$ cat config.mk
export PLATFORM = sky130hd
export DESIGN_NAME = cdac_update_control
export DESIGN_NICKNAME = d
export VERILOG_FILES = /design/src/core/cdac_pkg.sv /design/src/core/cdac_edge_if.sv /design/src/core/cdac_edge_detect.sv /design/src/core/cdac_update_control.sv
export SDC_FILE = /design/constraint.sdc
export NUM_CORES = 1
export LEC_CHECK = 0
export BUFFER_PORTS_ARGS = -buffer_cell sky130_fd_sc_hd__buf_2
export CAP_MARGIN = 20
export CORE_MARGIN = 5
export CORE_UTILIZATION = 43
export DETAILED_ROUTE_END_ITERATION = 12
export GPL_TIMING_DRIVEN = 1
export PLACE_DENSITY_LB_ADDON = 0.1
export SLEW_MARGIN = 10
export SYNTH_ARGS = -nofsm -noshare
export SYNTH_HDL_FRONTEND = slang
export SYNTH_SLANG_ARGS = --single-unit
$ cat constraint.sdc
create_clock -name mclk -period 3.9 [get_ports mclk]
set_input_delay 0.585 -clock mclk [delete_from_list [all_inputs] [get_ports mclk]]
set_output_delay 0.585 -clock mclk [all_outputs]
set_load 0.02 [all_outputs]
$ cat src/core/cdac_pkg.sv
/*
 * constants, types and helpers shared by the current dac update control block.
 * assumes an 8-bit register port and a 12-bit converter input latch.
 */
package cdac_pkg;

   // ****************************************************************
   // register map
   // ****************************************************************
   localparam logic [7:0] ADDR_CONTROL = 8'hb9;   // dac_control
   localparam logic [7:0] ADDR_DATA_HIGH = 8'hba; // dac_data_high
   localparam logic [7:0] ADDR_DATA_LOW = 8'hbb;  // dac_data_low

   // ****************************************************************
   // control field layout and reset values
   // ****************************************************************
   localparam int EN_BIT = 7;                     // converter_enable
   localparam int CM_LSB = 4;                     // update_source_select, 3 bits
   localparam int RJST_BIT = 2;                   // right_justify_select
   localparam int FS_LSB = 0;                     // full_scale_select, 2 bits
   localparam logic [7:0] CTRL_RESET = 8'h73;     // enabled off, high-write, 2 mA
   localparam logic [7:0] CTRL_WRITE_MASK = 8'hf7; // reserved bit 3 never stored
   localparam logic [7:0] DATA_RESET = 8'h00;     // holding bytes after reset
   localparam logic [11:0] CODE_RESET = 12'h000;  // converter latch after reset
   localparam int STROBE_FILL = 3;                // samples before edges are trusted

   // ****************************************************************
   // widths
   // ****************************************************************
   localparam int CODE_W = 12;                    // converter resolution
   localparam int CURRENT_W = 15;                 // code scaled by up to 8

   // update source encodings as held in the control register
   typedef enum logic [2:0] {
      SRC_TIMER0 = 3'h0,
      SRC_TIMER1 = 3'h1,
      SRC_TIMER2 = 3'h2,
      SRC_TIMER3 = 3'h3,
      SRC_RISE = 3'h4,
      SRC_FALL = 3'h5,
      SRC_ANY = 3'h6,
      SRC_HIGH_WRITE = 3'h7
   } cdac_source_type;

   // folds the two data bytes into the 12-bit word by the justification bit
   function automatic logic [11:0] cdac_map(input logic [7:0] hi, input logic [7:0] lo,
                                            input logic rj);
      if (rj) begin
         cdac_map = {hi[3:0], lo};
      end else begin
         cdac_map = {hi, lo[7:4]};
      end
   endfunction : cdac_map

endpackage : cdac_pkg

$ cat src/core/cdac_edge_if.sv
/*
 * carrier for strobe edge pulses between the edge detector and the control core.
 * assumes both ends run on mclk.
 */
`timescale 1ns/1ps
interface cdac_edge_if;
   logic rise; // one-cycle pulse on a rising strobe edge
   logic fall; // one-cycle pulse on a falling strobe edge
   modport producer (output rise, output fall);
   modport consumer (input rise, input fall);
endinterface : cdac_edge_if

$ cat src/core/cdac_edge_detect.sv
/*
 * synchronises the external convert strobe and reports its edges as pulses.
 * assumes the strobe is asynchronous to mclk and wider than two mclk periods.
 */
`timescale 1ns/1ps
module cdac_edge_detect
(
   input wire logic mclk,
   input wire logic rst_n,
   input wire logic externalConvertStrobe,
   cdac_edge_if.producer edges
);
   import cdac_pkg::*;

   // ****************************************************************
   // synchroniser and edge history
   // ****************************************************************
   logic sync1_q, sync1_d;  // first stage, read only by the second
   logic sync2_q, sync2_d;  // second stage, safe to use
   logic prev_q, prev_d;    // last safe sample
   logic [1:0] fill_q, fill_d; // counts up until history is real

   // next values; no edge is reported until history holds real samples,
   // which avoids a false rise when the pin sits high out of reset
   always_comb begin
      sync1_d = externalConvertStrobe;
      sync2_d = sync1_q;
      prev_d = sync2_q;
      fill_d = fill_q;
      if (fill_q != 2'(STROBE_FILL)) begin
         fill_d = fill_q + 2'h1;
      end
   end

   // registers only
   always_ff @(posedge mclk) begin
      if (!rst_n) begin
         sync1_q <= 1'b0;
         sync2_q <= 1'b0;
         prev_q <= 1'b0;
         fill_q <= 2'h0;
      end else begin
         sync1_q <= sync1_d;
         sync2_q <= sync2_d;
         prev_q <= prev_d;
         fill_q <= fill_d;
      end
   end

   // edge pulses from the safe stage only
   assign edges.rise = (fill_q == 2'(STROBE_FILL)) && sync2_q && !prev_q;
   assign edges.fall = (fill_q == 2'(STROBE_FILL)) && !sync2_q && prev_q;

endmodule : cdac_edge_detect

$ cat src/core/cdac_update_control.sv
/*
 * current dac update control: control and data registers, update event
 * selection, data justification and the converter input latch.
 * assumes timer overflow pulses come from mclk logic and the strobe from a pin.
 */
// Implementation choice: strobed register access.
`timescale 1ns/1ps
module cdac_update_control
#(
   parameter int TIMER_COUNT = 4 // timer overflow inputs served
)
(
   input wire logic mclk,
   input wire logic rst_n,
   input wire logic [7:0] regAddr,
   input wire logic [7:0] regWrData,
   input wire logic regWr,
   input wire logic regRd,
   output logic [7:0] regRdData_q,
   input wire logic [TIMER_COUNT-1:0] timerOverflow,
   input wire logic externalConvertStrobe,
   output logic converterEnable_q,
   output logic [1:0] fullScaleSelect_q,
   output logic [cdac_pkg::CODE_W-1:0] dacCode_q,
   output logic [cdac_pkg::CURRENT_W-1:0] outputCurrent_q
);
   import cdac_pkg::*;

   // ****************************************************************
   // elaboration checks
   // ****************************************************************
   // the update source field encodes exactly four timers
   if (TIMER_COUNT != 4) begin : g_bad_timers
      $error("cdac_update_control serves exactly four timer overflows");
   end

   // ****************************************************************
   // strobe edge detection
   // ****************************************************************
   cdac_edge_if edgeBus (); // rise and fall pulses, mclk domain

   cdac_edge_detect u_edge (
      .mclk(mclk),
      .rst_n(rst_n),
      .externalConvertStrobe(externalConvertStrobe),
      .edges(edgeBus.producer)
   );

   // ****************************************************************
   // register state
   // ****************************************************************
   logic [7:0] control_q, control_d;   // dac_control, bit 3 always zero
   logic [7:0] dataHigh_q, dataHigh_d; // dac_data_high holding byte
   logic [7:0] dataLow_q, dataLow_d;   // dac_data_low holding byte
   logic [7:0] rdData_d;               // read answer for next cycle

   // decoded control fields and write strobes
   cdac_source_type source;  // update_source_select
   logic rightJustify;       // right_justify_select
   logic wrControl;          // write strobe aimed at control
   logic wrHigh;             // write strobe aimed at high byte
   logic wrLow;              // write strobe aimed at low byte

   assign source = cdac_source_type'(control_q[CM_LSB +: 3]);
   assign rightJustify = control_q[RJST_BIT];
   assign wrControl = regWr && (regAddr == ADDR_CONTROL);
   assign wrHigh = regWr && (regAddr == ADDR_DATA_HIGH);
   assign wrLow = regWr && (regAddr == ADDR_DATA_LOW);

   // register writes and the read answer
   always_comb begin
      control_d = control_q;
      dataHigh_d = dataHigh_q;
      dataLow_d = dataLow_q;
      rdData_d = 8'h00;
      // reserved bit is masked off so it never steers anything
      if (wrControl) begin
         control_d = regWrData & CTRL_WRITE_MASK;
      end
      // data bytes always land in the holding bytes; only an update event
      // moves them on, so a write moves the output only in high-write mode, where a high write is itself the event
      if (wrHigh) begin
         dataHigh_d = regWrData;
      end
      if (wrLow) begin
         dataLow_d = regWrData;
      end
      // read data stands for exactly one cycle, zero otherwise
      if (regRd) begin
         case (regAddr)
            ADDR_CONTROL: begin
               rdData_d = control_q & CTRL_WRITE_MASK;
            end
            ADDR_DATA_HIGH: begin
               rdData_d = dataHigh_q;
            end
            ADDR_DATA_LOW: begin
               rdData_d = dataLow_q;
            end
            default: begin
               rdData_d = 8'h00; // unmapped addresses read zero
            end
         endcase
      end
   end

   // register bank flops
   always_ff @(posedge mclk) begin
      if (!rst_n) begin
         control_q <= CTRL_RESET;
         dataHigh_q <= DATA_RESET;
         dataLow_q <= DATA_RESET;
         regRdData_q <= 8'h00;
      end else begin
         control_q <= control_d;
         dataHigh_q <= dataHigh_d;
         dataLow_q <= dataLow_d;
         regRdData_q <= rdData_d;
      end
   end

   // ****************************************************************
   // update event selection
   // ****************************************************************
   logic updateEvent;       // one-cycle: copy holding bytes to the latch
   logic [7:0] updateHigh;  // high byte used by the copy
   logic [CODE_W-1:0] mappedWord; // justified word to be latched

   // pick the event that the source field names
   always_comb begin
      updateEvent = 1'b0;
      updateHigh = dataHigh_q;
      case (source)
         // timer overflows are mclk pulses and need no synchroniser
         SRC_TIMER0, SRC_TIMER1, SRC_TIMER2, SRC_TIMER3: begin
            updateEvent = timerOverflow[control_q[CM_LSB +: 2]];
         end
         SRC_RISE: begin
            updateEvent = edgeBus.rise;
         end
         SRC_FALL: begin
            updateEvent = edgeBus.fall;
         end
         SRC_ANY: begin
            updateEvent = edgeBus.rise || edgeBus.fall;
         end
         SRC_HIGH_WRITE: begin
            // the high byte being written counts at once; a low write waits
            updateEvent = wrHigh;
            updateHigh = regWrData;
         end
         default: begin
            updateEvent = 1'b0;
         end
      endcase
   end

   // both bytes are folded together in one step so the output never shows
   // a half-updated word
   assign mappedWord = cdac_map(updateHigh, dataLow_q, rightJustify);

   // ****************************************************************
   // converter input latch and output current
   // ****************************************************************
   logic [CODE_W-1:0] dacCode_d;        // next latch value
   logic [CURRENT_W-1:0] current_d;     // next output current
   logic enable_d;                      // next enable
   logic [1:0] fullScale_d;             // next full scale

   // latch and derived output; current is in units of 0.25 mA / 4096, so a
   // full-scale code shifts left by the full-scale field
   always_comb begin
      dacCode_d = dacCode_q;
      if (updateEvent) begin
         dacCode_d = mappedWord;
      end
      enable_d = control_q[EN_BIT];
      fullScale_d = control_q[FS_LSB +: 2];
      // a disabled converter sources no current at all
      if (converterEnable_q) begin
         current_d = CURRENT_W'(dacCode_q) << fullScaleSelect_q;
      end else begin
         current_d = '0;
      end
   end

   // output flops
   always_ff @(posedge mclk) begin
      if (!rst_n) begin
         dacCode_q <= CODE_RESET;
         converterEnable_q <= CTRL_RESET[EN_BIT];
         fullScaleSelect_q <= CTRL_RESET[FS_LSB +: 2];
         outputCurrent_q <= '0;
      end else begin
         dacCode_q <= dacCode_d;
         converterEnable_q <= enable_d;
         fullScaleSelect_q <= fullScale_d;
         outputCurrent_q <= current_d;
      end
   end

   // ****************************************************************
   // assertions
   // ****************************************************************
   logic edgeMode; // a strobe-edge source is selected
   assign edgeMode = (source == SRC_RISE) || (source == SRC_FALL) || (source == SRC_ANY);

   property p_edge_hold;
      @(posedge mclk) disable iff (!rst_n)
      edgeMode && !edgeBus.rise && !edgeBus.fall |=> $stable(dacCode_q);
   endproperty
   a_edge_hold: assert property (p_edge_hold) else $error("latch moved without strobe edge");

   property p_edge_select;
      @(posedge mclk) disable iff (!rst_n)
      (source == SRC_FALL) && edgeBus.rise |=> $stable(dacCode_q);
   endproperty
   a_edge_select: assert property (p_edge_select) else $error("falling mode took rise");

   property p_copy;
      @(posedge mclk) disable iff (!rst_n)
      updateEvent |=> dacCode_q == cdac_map($past(updateHigh), $past(dataLow_q),
                                            $past(rightJustify));
   endproperty
   a_copy: assert property (p_copy) else $error("update did not copy both bytes");

   property p_left_map;
      @(posedge mclk) disable iff (!rst_n)
      updateEvent && !rightJustify |=>
         dacCode_q == {$past(updateHigh), $past(dataLow_q[7:4])};
   endproperty
   a_left_map: assert property (p_left_map) else $error("left mapping wrong");

   property p_right_map;
      @(posedge mclk) disable iff (!rst_n)
      updateEvent && rightJustify |=>
         dacCode_q == {$past(updateHigh[3:0]), $past(dataLow_q)};
   endproperty
   a_right_map: assert property (p_right_map) else $error("right mapping wrong");

   property p_current;
      @(posedge mclk) disable iff (!rst_n)
      wrControl ##1 !wrControl ##1 converterEnable_q |=>
         outputCurrent_q == (CURRENT_W'($past(dacCode_q)) << $past(control_q[1:0]));
   endproperty
   a_current: assert property (p_current) else $error("current scale wrong");

   property p_reset_control;
      @(posedge mclk) disable iff (1'b0)
      !rst_n |=> control_q == CTRL_RESET && fullScaleSelect_q == 2'h3 && !converterEnable_q;
   endproperty
   a_reset_control: assert property (p_reset_control) else $error("bad reset control");

   property p_disabled;
      @(posedge mclk) disable iff (!rst_n)
      !converterEnable_q |=> outputCurrent_q == '0;
   endproperty
   a_disabled: assert property (p_disabled) else $error("disabled dac drives current");

   property p_timer;
      @(posedge mclk) disable iff (!rst_n)
      !control_q[CM_LSB + 2] && !timerOverflow[control_q[CM_LSB +: 2]] |=> $stable(dacCode_q);
   endproperty
   a_timer: assert property (p_timer) else $error("latch moved without timer overflow");

   property p_low_write;
      @(posedge mclk) disable iff (!rst_n)
      (source == SRC_HIGH_WRITE) && !wrHigh |=> $stable(dacCode_q);
   endproperty
   a_low_write: assert property (p_low_write) else $error("latch moved without high write");

   property p_reserved;
      @(posedge mclk) disable iff (!rst_n)
      regRd && (regAddr == ADDR_CONTROL) |=> regRdData_q[3] == 1'b0;
   endproperty
   a_reserved: assert property (p_reserved) else $error("reserved bit read as one");

   // read data must fall back to zero once its single cycle is over
   property p_read_idle;
      @(posedge mclk) disable iff (!rst_n)
      !regRd |=> regRdData_q == 8'h00;
   endproperty
   a_read_idle: assert property (p_read_idle) else $error("read data stood too long");

   // rising mode must ignore falling strobe edges
   property p_rise_select;
      @(posedge mclk) disable iff (!rst_n)
      (source == SRC_RISE) && edgeBus.fall |=> $stable(dacCode_q);
   endproperty
   a_rise_select: assert property (p_rise_select) else $error("rising mode took fall");

   // a control write reaches enable and full scale two edges later
   property p_control_follow;
      @(posedge mclk) disable iff (!rst_n)
      wrControl |=> ##1 converterEnable_q == $past(regWrData[EN_BIT], 2) &&
         fullScaleSelect_q == $past(regWrData[FS_LSB +: 2], 2);
   endproperty
   a_control_follow: assert property (p_control_follow) else $error("control lost");

endmodule : cdac_update_control

After elaboration in Yosys (flattened, before gate mapping)
Index checks and enable logic that the tools add are counted.

Register bits after elaboration: 66. Input bits: 25.

Shift-type cells: 1. Order comparisons: 1. Equal/unequal tests: 12. Add/sub/neg operators: 1. Reductions and logical operators: 14. Mux-type cells: 6.

Operators with widths (count): equality test 8 bit, second input constant (3); case mux 8 bit (3 select lines) (1); left shift 12 x 2 -> 15 bit (1); equality test 3 bit, second input constant (4); two-way mux 12 bit (1); two-way mux 8 bit (1); logical AND 1 bit (7); equality test 3 x 2 -> 1 bit, second input constant (2); case mux 1 bit (5 select lines) (1); AND reduction 2 bit (2); OR reduction 4 bit (1); equality test 3 x 1 -> 1 bit, second input constant (1); zero test 3 bit (1); less-than comparator 2 x 3 -> 1 bit, second input constant (1); adder 2 x 1 -> 2 bit, second input constant (1); binary-select mux 1 bit (select 2 bit) (1); equality test 2 bit, second input constant (1); zero test 1 bit (2); != test 2 bit, second input constant (1); logical OR 1 bit (1); two-way mux 1 bit (1).

Depth between registers and ports, before layout
Word-level depth: 5. Depth in mapped cells: 7. Mapped depth without buffers: 5.

Modules after synthesis
From an unflattened synthesis, not the netlist that was laid out.

Cell total of the unflattened synthesis: 282. Area, all modules: 2836.5 µm².

Modules (own cells, without submodules): cdac_update_control (cells an instance 266, times used 1, area an instance 2656.3 µm², sequential area each 1221.2 µm²); cdac_edge_detect (cells an instance 16, times used 1, area an instance 180.2 µm², sequential area each 100.1 µm²).

Worst setup path after synthesis
No wires, ideal clock.

Path type: in2reg. From: input regAddr[1]. To: register dacCode_q[0] (netlist name). Path buffers: 2. Data required time: 3.778 ns. Stages on the path: 7. Slack: 2.232 ns. Arrival: 1.546 ns. Library setup time: 0.122 ns. Cells stage by stage: nor2b_1 buf_2 nand4_1 buf_4 nor2_8 o21ai_0 o311a_1.

Longest elaborated chain between the ends: 3.

Ends and longest elaborated chain: from (decl) (RTL line cdac_update_control.sv:15) `input wire logic [7:0] regAddr,`; equality test 8 bit (RTL line cdac_update_control.sv:67) `assign wrHigh = regWr && (regAddr == ADDR_DATA_HIGH);`; logical AND 1 bit (RTL line cdac_update_control.sv:67); case mux 1 bit (5 select lines) (RTL line cdac_update_control.sv:133) `case (source)`; to (signal assigned) (RTL line cdac_update_control.sv:195) `dacCode_q <= dacCode_d;`; to (decl) (RTL line cdac_update_control.sv:24) `output logic [cdac_pkg::CODE_W-1:0] dacCode_q,`.

Every way passes these cells. A chain may end at the register's enable or synchronous reset.

Worst setup path after layout
From: register fullScaleSelect_q[0]. To: output fullScaleSelect_q[0].

RTL lines: from (decl) (RTL line cdac_update_control.sv:23) `output logic [1:0] fullScaleSelect_q,`; from (signal assigned) (RTL line cdac_update_control.sv:192) `fullScaleSelect_q <= CTRL_RESET[FS_LSB +: 2];`; from (signal assigned) (RTL line cdac_update_control.sv:197) `fullScaleSelect_q <= fullScale_d;`.

No word-level cell between the ends.

==> run summary <==
status -> finished clean
Mapped Area -> 2860 µm²
fmax -> 488 MHz
full die area -> 8380 µm²
ANT cells -> 0
CP Class -> reg2out
VDD IR-drop max -> 0.228 mV
Sw Pwr -> 322 µW
Worst path depth -> 1
routability cong. -> 0.814
clock sink total -> 66
highest cell delay on the worst timing path -> 830 ps
Max Cap Viol -> 0
final core occ -> 53.4%
synthesis-stage register bit count -> 66
post-layout min period -> 2050 ps
CTS buffer count -> 9
post-CTS sizing -> 0
Warnings, synthesis -> 0
commonest non-fill, non-tap cell in the layout -> dfxtp_1
Seq pwr share -> 48.8%
EDFF count, synth -> 0
Layout area overhead -> 19.9%
Final Hold Viols -> 0
Cell Chain, Critical Path -> buf_2
final setup violation count -> 0
RSZ-0062 raised after global routing -> no
TritonRoute pass-1 iters -> 4
Clk pwr share -> 46.2%
commonest non-fill, non-tap cells in the layout -> dfxtp_1 (66), buf_2 (62), mux2i_1 (51), nand2_1 (28), nor2b_1 (21)
Post-synth ARST share -> 0%
Nets -> 359
CTS tree -> done
Critical-path top delay cell -> dfxtp_1
Gate power share -> 4.9%
Mapped Cells -> 275
Worst-Skew Late Latency -> 340 ps
share of layout cells above drive strength 1 -> 29.9%
worst flop-to-flop path startpoint -> control_q[4]
Synth Flop Type -> dfxtp_1
CP delay by family, top -> flip-flops
Power per Cell Area -> 408 nW/µm²
min-delay src -> u_edge.sync1_q
worst path required time -> 3310 ps
worst hold slack -> 436 ps
Routed WL per cell -> 16.0 µm
Worst Path Buf+Inv -> 1
Slew @ Worst Pin -> 781 ps
initial core utilization -> 44.5%
sw frac -> 23.0%
count of non-filler cells in the finished layout -> 415
fin crit share -> 52.5%
number of distinct library cells after synthesis -> 39
Hold Buf Count CTS -> 0
WP data arrival -> 1460 ps
number of global-route vias before repair -> 2055
HPWL Detailed -> 4790 µm
Seq/Total Area, Yosys -> 46.2%
Slew Limit Fails -> 0
Die Height -> 91.5 µm
Reg2Reg Depth -> 5
first-pass GRT wire length -> 10800 µm
WHS Endpoint -> u_edge.prev_d
largest net degree at the start of global routing -> 37
Hold Crit Depth -> 1
crit start category -> register
maximum net fanout on the critical path -> 18
Vias/cell -> 5.27
Cell Int Power -> 1.08 mW
Leakage -> 1.59 nW
DR DRC count -> 0
Worst Clk Skew -> 9.12 ps
placed insts -> 399
H-tree levels -> 3
antenna violations before repair -> 0
Worst R2R Setup Slack -> 2140 ps
clk root buf -> clkbuf_8
Post-Syn Nets -> 301
RR Endpoint -> dacCode_q[6]
# Post-CTS Setup Buffers -> 0
Site Rows -> 29
placed inst area -> 3200 µm²
DRT Wirelength -> 6630 µm
Die X-Extent -> 91.5 µm
drt initial violations -> 98
GRT Overall Usage -> 16.4%
Post-DRT Antenna Nets -> 0
CORE AREA -> 6420 µm²
Max-slew headroom -> 47.8%
Max clock buf depth -> 2
Ports -> 63
IO Port Bufs -> 62
via count -> 2187
setup TNS -> 0 ps
fin area -> 3430 µm²
Worst-path clk slew -> 70 ps
CP Capture Type -> output port
grt total ovfl -> 0
Worst Hold Class -> reg2reg
syn avg cell area -> 10.4 µm²
[cell type report]
type	instances	area (µm²)
Fill cell	597	2990
Multi-Input combinational cell	191	1450
Clock inverter	7	103
Inverter	1	5.00
Timing Repair Buffer	64	325
Sequential cell	66	1320
Clock buffer	9	124
Tap cell	77	96.3
[routing by layer]
layer | routed length, µm | vias up | track usage, %
li1 | - | 1093 | -
met1 | 3260 | 1039 | 21.6
met2 | 3010 | 44 | 25.2
met3 | 239 | 11 | 3.88
met4 | 129 | 0 | 7.54
met5 | 0 | - | 0
[stage by stage]
step	setup slack [ps]	power, mW
finish	1850	1.40
CTS	1840	1.42
global placement	1710	0.767
global route	1760	1.46
floorplan	2230	0.744
detailed placement	1620	0.769
[synthesized netlist by cell type, types with 2 or more instances]
master,n,area share [%]
dfxtp_1,66,46
nor2b_1,21,4.6
nor2_1,11,1.4
o211ai_1,4,1.1
o21ai_0,9,1.6
mux2i_1,51,18
nand4_1,2,0.44
clkbuf_1,10,1.3
buf_1,2,0.26
nand2_1,28,3.7
and3_1,2,0.44
a22oi_1,9,2.4
nor2_8,2,1.4
nor3b_1,2,0.53
nand2b_1,3,0.66
nand3_1,2,0.35
o311a_1,4,1.4
buf_2,3,0.53
and2_1,6,1.3
o22ai_1,9,2.0
mux2_2,11,4.3
[cells by family (layout without fill, tap and decap cells)]
| group | count (synthesis) | after routing | synth area share (%) |
|---|---|---|---|
| DFF | 66 | 66 | 46.2 |
| xor gates and xnor gates | 2 | 2 | 0.613 |
| adders and majority gates | 1 | 1 | 0.438 |
| muxes | 63 | 63 | 23.0 |
| and+or+nand+nor | 85 | 85 | 16.7 |
| buffers and inverters | 18 | 81 | 2.93 |
| AOI/OAI and AO/OA | 40 | 40 | 10.1 |
[sequential cells by signal, indices dropped and copies added, names as in the netlist]
register and flops:
dataHigh_q 8, u_edge.prev_q 1, dacCode_q 12, fullScaleSelect_q 2
converterEnable_q 1, control_q 7, u_edge.fill_q 2, u_edge.prev_d 1
dataLow_q 8, u_edge.sync1_q 1, regRdData_q 8, outputCurrent_q 15
[worst register-to-register path: stages, from the launching register on]
cell and delay [ps]:
dfxtp_1 520, mux4_2 560, clkinv_2 70, o22ai_4 120
nor2_8 210, mux2i_1 210
[power groups by stage]
stage / Combinational [mW] / Clock [mW] / Sequential [mW]
2_1_floorplan: 0.0446 / 0 / 0.699
3_3_place_gp: 0.0677 / 0 / 0.699
3_5_place_dp: 0.0692 / 0 / 0.700
4_1_cts: 0.0696 / 0.663 / 0.684
5_1_grt: 0.0775 / 0.698 / 0.685
6_report: 0.0688 / 0.647 / 0.684
[worst max path at each step]
| stage | start | to | slack, ps |
|---|---|---|---|
| finish | fullScaleSelect_q[0] | fullScaleSelect_q[0] | 1850 |
| global route | fullScaleSelect_q[0] | fullScaleSelect_q[0] | 1760 |
| CTS | fullScaleSelect_q[0] | fullScaleSelect_q[0] | 1840 |
| detailed placement | regAddr[1] | dacCode_q[0] | 1620 |
| global placement | regAddr[1] | dacCode_q[0] | 1710 |
| floorplan | regAddr[1] | dacCode_q[0] | 2230 |
No activity file was read; power rests on OpenSTA's default activity.
